<file path="src/hw/fan_cfg_pkg.sv">
// Purpose: Shared constants and types for the fan monitor configuration bank
// Assumes: Byte-wide registers reached through the serial management port engine
// Notes: Offsets are the byte addresses seen by the host
package fan_cfg_pkg;

  // Register offsets
  localparam logic [7:0] CONFIG_FOUR_PIN_AND_INPUT_ADDR = 8'h7d;
  localparam logic [7:0] FACTORY_TEST_ONE_ADDR = 8'h7e;
  localparam logic [7:0] FACTORY_TEST_TWO_ADDR = 8'h7f;

  // Reset values
  localparam logic [7:0] CONFIG_FOUR_RESET = 8'h00;
  localparam logic [7:0] FACTORY_TEST_RESET = 8'h00;

  // Field positions inside configuration register four
  localparam int PIN_ROLE_LSB = 0;
  localparam int THRESHOLD_LSB = 2;
  localparam int BYPASS_BIT = 5;

  // Bits that hold storage; the others read as zero
  localparam logic [7:0] CONFIG_FOUR_WRITE_MASK = 8'h2f;

  // Pin role encodings
  localparam logic [1:0] ROLE_FAN_TACH = 2'h0;
  localparam logic [1:0] ROLE_THERMAL = 2'h1;
  localparam logic [1:0] ROLE_SMB_ALERT = 2'h2;
  localparam logic [1:0] ROLE_GPIO = 2'h3;

  // Two-wire threshold encodings: 20, 40, 80, 130 mV
  localparam logic [1:0] THRESH_20MV = 2'h0;
  localparam logic [1:0] THRESH_40MV = 2'h1;
  localparam logic [1:0] THRESH_80MV = 2'h2;
  localparam logic [1:0] THRESH_130MV = 2'h3;

  // Frequency range bit values
  localparam logic PWM_HIGH_FREQ = 1'b0;
  localparam logic PWM_LOW_FREQ = 1'b1;

  // Layout of configuration register four
  typedef struct packed {
    logic [1:0] unusedHigh;  // Bits 7:6
    logic supplyAttenuatorBypass;  // Bit 5
    logic unusedFour;  // Bit 4
    logic [1:0] twoWireThresholdSelect;  // Bits 3:2
    logic [1:0] pinRole;  // Bits 1:0
  } config_four_t;

  // One-hot view of the multi-use pin role
  typedef struct packed {
    logic gpioEnable;
    logic smbAlertOut;
    logic thermalAlarmPin;
    logic fanTachInputFour;
  } pin_role_t;

  localparam pin_role_t PIN_ROLE_RESET = 4'h1;

endpackage

</file>
<file path="src/hw/fan_monitor_config_four_regs.sv">
// Purpose: Configuration register four and the two factory test registers
// Assumes: Serial port engine on ref_clk gives one-cycle read and write strobes
// Notes: Lock and frequency range come from sibling config registers
//
// Notes on behaviour
// - Bits 1:0 choose multi-use pin role
// - Bits 3:2 pick threshold, low-frequency mode only
// - Bit 5 bypasses processor supply channel attenuator
// - After lock, register four ignores all writes
// - Frequency range bit: zero high, one low
`timescale 1ns/1ps
module fan_monitor_config_four_regs
  import fan_cfg_pkg::*;
(
  input wire logic ref_clk,  // System clock, 125 MHz
  input wire logic sys_rst,  // Async reset, active high
  input wire logic [7:0] regAddr,  // Register offset from port engine
  input wire logic [7:0] regWdata,  // Write data
  input wire logic regWrite,  // Write strobe, one cycle
  input wire logic regRead,  // Read strobe, one cycle
  input wire logic globalLock,  // Lock bit of config register one
  input wire logic pwmFrequencyRange,  // Frequency range bit of config five
  output logic [7:0] regRdata,  // Read data, valid with regRvalid
  output logic regRvalid,  // Read answer pulse
  output logic regHit,  // Answer addressed this bank
  output logic writeRefused,  // Pulse: locked write was dropped
  output pin_role_t pinRole,  // One-hot pin role
  output logic [1:0] twoWireThresholdSelect,  // Threshold in force
  output logic thresholdActive,  // Threshold applies (low freq mode)
  output logic supplyAttenuatorBypass  // Attenuator bypassed
);

  config_four_t cfgFour;  // Stored configuration register four
  logic lockSeen;  // Sticky copy of the lock bit
  logic locked;  // Writes are blocked
  logic cfgWriteHit;  // Write aimed at register four

  // Read decode used by the answer path; bit 8 tells whether this bank
  // owns the offset, so the port engine can route a miss elsewhere
  function automatic logic [8:0] readMux(input logic [7:0] addr, input config_four_t cfg);
    logic [8:0] result;  // Hit flag above the data byte
    result = 9'h000;  // Miss unless an offset below matches
    // Register four shows only its stored fields; test registers are zero
    case (addr)
      CONFIG_FOUR_PIN_AND_INPUT_ADDR: result = {1'b1, cfg & CONFIG_FOUR_WRITE_MASK};
      FACTORY_TEST_ONE_ADDR: result = {1'b1, FACTORY_TEST_RESET};
      FACTORY_TEST_TWO_ADDR: result = {1'b1, FACTORY_TEST_RESET};
      default: result = 9'h000;
    endcase
    return result;
  endfunction

  // Writes are blocked by the live lock bit or by its sticky copy
  assign locked = globalLock | lockSeen;
  // Only a strobe aimed at register four may change the store
  assign cfgWriteHit = regWrite && (regAddr == CONFIG_FOUR_PIN_AND_INPUT_ADDR);

  // Lock stays once seen; only reset frees it, so a later clear of the
  // sibling bit cannot reopen the register. The live bit is also ORed in
  // above, so a write in the very cycle the lock rises is still refused
  always_ff @(posedge ref_clk or posedge sys_rst) begin
    if (sys_rst) begin
      lockSeen <= 1'b0;  // Unlocked after reset
    end else if (globalLock) begin
      lockSeen <= 1'b1;
    end
  end

  // Register four storage; unused bits never take a one, so reads need
  // no extra masking downstream of the store
  always_ff @(posedge ref_clk or posedge sys_rst) begin
    if (sys_rst) begin
      cfgFour <= CONFIG_FOUR_RESET;  // Tachometer role, smallest threshold, attenuator in
    end else if (cfgWriteHit && !locked) begin
      cfgFour <= regWdata & CONFIG_FOUR_WRITE_MASK;
    end
  end

  // Report dropped writes so the port engine can flag them; a pulse rather
  // than a sticky flag, since the engine decides what the host gets to see
  always_ff @(posedge ref_clk or posedge sys_rst) begin
    if (sys_rst) begin
      writeRefused <= 1'b0;  // Nothing refused yet
    end else begin
      writeRefused <= cfgWriteHit && locked;
    end
  end

  // Read answer one cycle after the strobe; test registers are constant
  // zero and writes to them are simply not decoded. A read and a write in
  // the same cycle return the value from before the write
  always_ff @(posedge ref_clk or posedge sys_rst) begin
    if (sys_rst) begin
      regRdata <= 8'h00;
      regRvalid <= 1'b0;
      regHit <= 1'b0;
    end else begin
      regRvalid <= regRead;  // Exactly one cycle after the strobe
      if (regRead) begin
        {regHit, regRdata} <= readMux(regAddr, cfgFour);
      end else begin
        // Rest at zero between answers so a stray sample reads nothing
        regHit <= 1'b0;
        regRdata <= 8'h00;
      end
    end
  end

  // Threshold only matters when the fan drive runs in low frequency mode;
  // the field is passed on regardless and thresholdActive tells the
  // measurement engine whether to use it
  always_ff @(posedge ref_clk or posedge sys_rst) begin
    if (sys_rst) begin
      twoWireThresholdSelect <= THRESH_20MV;  // Smallest threshold after reset
      thresholdActive <= 1'b0;  // High frequency drive after reset
    end else begin
      twoWireThresholdSelect <= cfgFour.twoWireThresholdSelect;
      thresholdActive <= (pwmFrequencyRange == PWM_LOW_FREQ);
    end
  end

  // Attenuator bypass drives the supply channel scaling; the measurement
  // engine rescales its readings whenever this bit is set
  always_ff @(posedge ref_clk or posedge sys_rst) begin
    if (sys_rst) begin
      supplyAttenuatorBypass <= 1'b0;  // Attenuator in after reset
    end else begin
      supplyAttenuatorBypass <= cfgFour.supplyAttenuatorBypass;
    end
  end

  // Pin role decoder; the one-hot view costs a cycle but keeps every
  // role enable on a flop of its own
  pin_role_decode roleDecode (
    .ref_clk(ref_clk),
    .sys_rst(sys_rst),
    .roleField(cfgFour.pinRole),
    .pinRole(pinRole)
  );
endmodule

</file>
<file path="src/hw/pin_role_decode.sv">
// Purpose: Registered one-hot decode of the multi-use pin role field
// Assumes: Field comes from a flop on the same clock
// Notes: One cycle of latency after the field changes
`timescale 1ns/1ps
module pin_role_decode
  import fan_cfg_pkg::*;
(
  input wire logic ref_clk,  // System clock
  input wire logic sys_rst,  // Async reset, active high
  input wire logic [1:0] roleField,  // Pin role field
  output pin_role_t pinRole  // One-hot role, registered
);

  // Decode the field; tachometer input is the reset role
  always_ff @(posedge ref_clk or posedge sys_rst) begin
    if (sys_rst) begin
      pinRole <= PIN_ROLE_RESET;
    end else begin
      pinRole.fanTachInputFour <= (roleField == ROLE_FAN_TACH);
      pinRole.thermalAlarmPin <= (roleField == ROLE_THERMAL);
      pinRole.smbAlertOut <= (roleField == ROLE_SMB_ALERT);
      pinRole.gpioEnable <= (roleField == ROLE_GPIO);
    end
  end

endmodule

</file>
<file path="config.mk">
export PLATFORM = sky130hd
export DESIGN_NAME = fan_monitor_config_four_regs
export DESIGN_NICKNAME = d
export VERILOG_FILES = /design/src/hw/fan_cfg_pkg.sv /design/src/hw/fan_monitor_config_four_regs.sv /design/src/hw/pin_role_decode.sv
export SDC_FILE = /design/constraint.sdc
export NUM_CORES = 1
export LEC_CHECK = 0
export ABC_AREA = 1
export BUFFER_PORTS_ARGS = -buffer_cell sky130_fd_sc_hd__clkbuf_2
export CORE_UTILIZATION = 43
export CTS_CLUSTER_DIAMETER = 40
export DETAILED_ROUTE_END_ITERATION = 7
export PLACE_DENSITY = 0.77
export SYNTH_ARGS = -nofsm -noshare
export SYNTH_HDL_FRONTEND = slang
export SYNTH_SLANG_ARGS = --single-unit
</file>
<file path="constraint.sdc">
create_clock -name ref_clk -period 1.34 [get_ports ref_clk]
set_input_delay 0.067 -clock ref_clk [delete_from_list [all_inputs] [get_ports ref_clk]]
set_output_delay 0.067 -clock ref_clk [all_outputs]
set_load 0.005 [all_outputs]
</file>
==> impl_metrics.yaml <==
final_layout:
  area_delta_synth_final_pct: 36.42
  final_layout_size_suffix_gt1_share_pct: 38.02
  regArea_sq_um: 551.8
  fin_nets: 144
  fillerInstances: 160
  multi_input_area_sq_um: 216.5
  layout.cells.non_filler: 146
  antenna_cells: 0
timing:
  rsz0062_at_grt: "false"
  slew_viol_final: 0
  finalHoldViolations: 0
  fmax_mhz: 920.1
  finalCriticalPeriod_ps: 1087
  setup_ws_ps: 253.1
  fin_crit_sh_pct: 81.11
  setup_violations: 0
  finalClockSkew_ps: 4.369
  fin_tns_setup_ps: 0
detailed_routing:
  dr.pass1.iters: 4
  avgViaCountPerCell: 4.445
  first_iter_violations: 5
  drcViolationCount: 0
  wirelength_um: 1352
  vias: 649
  post_drt_wl_per_cell_um: 9.260
  ant_nets: 0
grt:
  grt_start_max_net_pins: 14
  grt_pass1_wl_um: 2042
  grt_overflow: 0
  grt_pass1_vias: 524
  track_usage_pct: 14.14
  grt_antenna_before_repair: 0
placed_design:
  io_buffers: 34
  dpl.cell_count: 135
  dpl.hpwl_um: 1005
  gp_congestion: 0.7332
  dp_slack_ps: 278.7
setup_path:
  ff2ff_setup_slack_ps: 250
  end_kind: "flop"
  rr_startpoint: "lockSeen"
  crit_required_ps: 1540
  cp-start-kind: "flop"
  crit_start: "lockSeen"
  arrival_ps: 1290
  crit_type: "reg2reg"
  worstPathMaxFanout: 8
pwr:
  power_leakage_nw: 0.6174
  vdd_drop_max_uv: 597.3
  finalPower_w: 0.001102
  power_per_cell_area_nw_per_um2: 979.7
yosys:
  netlist_instances: 76
  yosysTopAreaCell: "dfrtp_1"
  yosysTopAreaCellShare_pct: 63.73
  ys_top_cells_by_area: "dfrtp_1 64%, nand2_1 7.3%, inv_1 5.0%"
  yosys_warnings: 0
  ys_seq_elements: 22
  synth_cell_types: 15
  syn_area_sq_um: 824.5
  avgSynthCellArea_sq_um: 10.85
  ys_seq_area_share_pct: 66.92
clocking:
  root_buffer: "clkbuf_4"
  clkTransAtPathRegs_ps: 110
  numCtsBuffers: 3
  cts_num_sinks: 22
  clock_latency_ps: 300
  ctsResizeCount: 0
  cts_tree: "yes"
  cts_buffer_depth: 2
  h-tree-depth: 1
floorplan:
  core_area_sq_um: 1764
  initial_core_util_pct: 46.74
  rows: 15
  die_x_um: 45.79
  io_pins: 41
  die_area_sq_um: 2097
  die_h_um: 45.79
worst_hold_path:
  hp-class: "in2reg"
  min_from: "regAddr[1]"
flow_run:
  cap_viol_max_count: 0
run_status:
  status: "completed"
per-stage QoR:
step	instance area (sq um)	util (%)	hold slack [ps]
5_1_grt	1125	63.76	9.897
4_1_cts	1125	63.76	4.467
2_1_floorplan	832.0	-	55.48
3_5_place_dp	1018	57.73	76.41
6_report	1125	63.76	3.801
3_3_place_gp	1018	57.73	61.49
cells by family after synthesis:
kind of cell | count (synthesis) | share of synthesized area (%)
buffers and inverters | 14 | 7.739
DFF | 22 | 66.92
and+or+nand+nor | 39 | 24.89
other | 1 | 0.4548
final timing paths:
check,to,cells past startpoint
setup / recovery,cfgFour[1],4
hold / removal,regHit,3
setup reg to reg,cfgFour[1],4
hold reg to reg,twoWireThresholdSelect[1],0
max in group asynchronous,writeRefused,4
min in group asynchronous,regRdata[3],3
cells in the mapped netlist, drive strengths merged:
library cell and instances:
dfrtp 21, nand2 17, nor2 13, inv 11, nand4 5, buf 3
nand3 2, nor3 2, conb 1, dfstp 1
repair_timing:
item                      CTS  global route
hold buffers                7             0
buffers inserted            0             0
hold endpoints to repair   18             0
layer usage:
layer | vias to the layer above | GRT usage (%) | routed length (um)
li1 | 318 | - | -
met1 | 293 | 15.21 | 552
met2 | 34 | 25.14 | 674
met3 | 4 | 2.778 | 81
met4 | 0 | 8.824 | 44
met5 | - | 0 | 0
report_power, final:
| group | internal [W] | total (W) | switching [W] | leakage (nW) |
|---|---|---|---|---|
| combinational | 0.0000406 | 0.0000808 | 0.0000401 | 0.302 |
| clock | 0.000166 | 0.000353 | 0.000187 | 0.0210 |
| sequential | 0.000667 | 0.000668 | 0.000000992 | 0.294 |
sequential cells by signal (all words and copies together) (netlist names):
register and flops:
lockSeen 1, cfgFour 5, roleDecode.pinRole 4, supplyAttenuatorBypass 1
regHit 1, regRdata 5, thresholdActive 1, writeRefused 1
regRvalid 1, twoWireThresholdSelect 2
critical path, cell delays in order (launching register included):
cell and delay [ps]:
dfrtp_1 390, nor2_2 310, nand3_4 130, nand2_1 110, nand2_1 50
layout make-up:
class                      count  share of cell area, %
clock buffer                   4                  3.226
inverter                      11                  3.671
multi-input combinational     42                  19.24
sequential                    22                  49.05
tap                           25                  2.781
timing repair buffer          42                  22.02
cells in the final DEF, fill, tap and decap left out:
master,synthesis,routed
nand4_1,5,5
dfstp_2,1,1
nand2_1,16,16
nand3_2,1,1
clkbuf_8,0,1
nor3_1,1,1
dfrtp_1,21,21
nor2_4,1,1
nand2_2,1,1
nor2_1,11,11
clkbuf_2,0,34
buf_4,3,1
dlygate4sd3_1,0,7
inv_1,11,11
nor2_2,1,1
nand3_4,1,1
nor3_4,1,1
clkbuf_4,0,3
conb_1,1,3
Note: power is estimated with default switching activity, not from simulation.
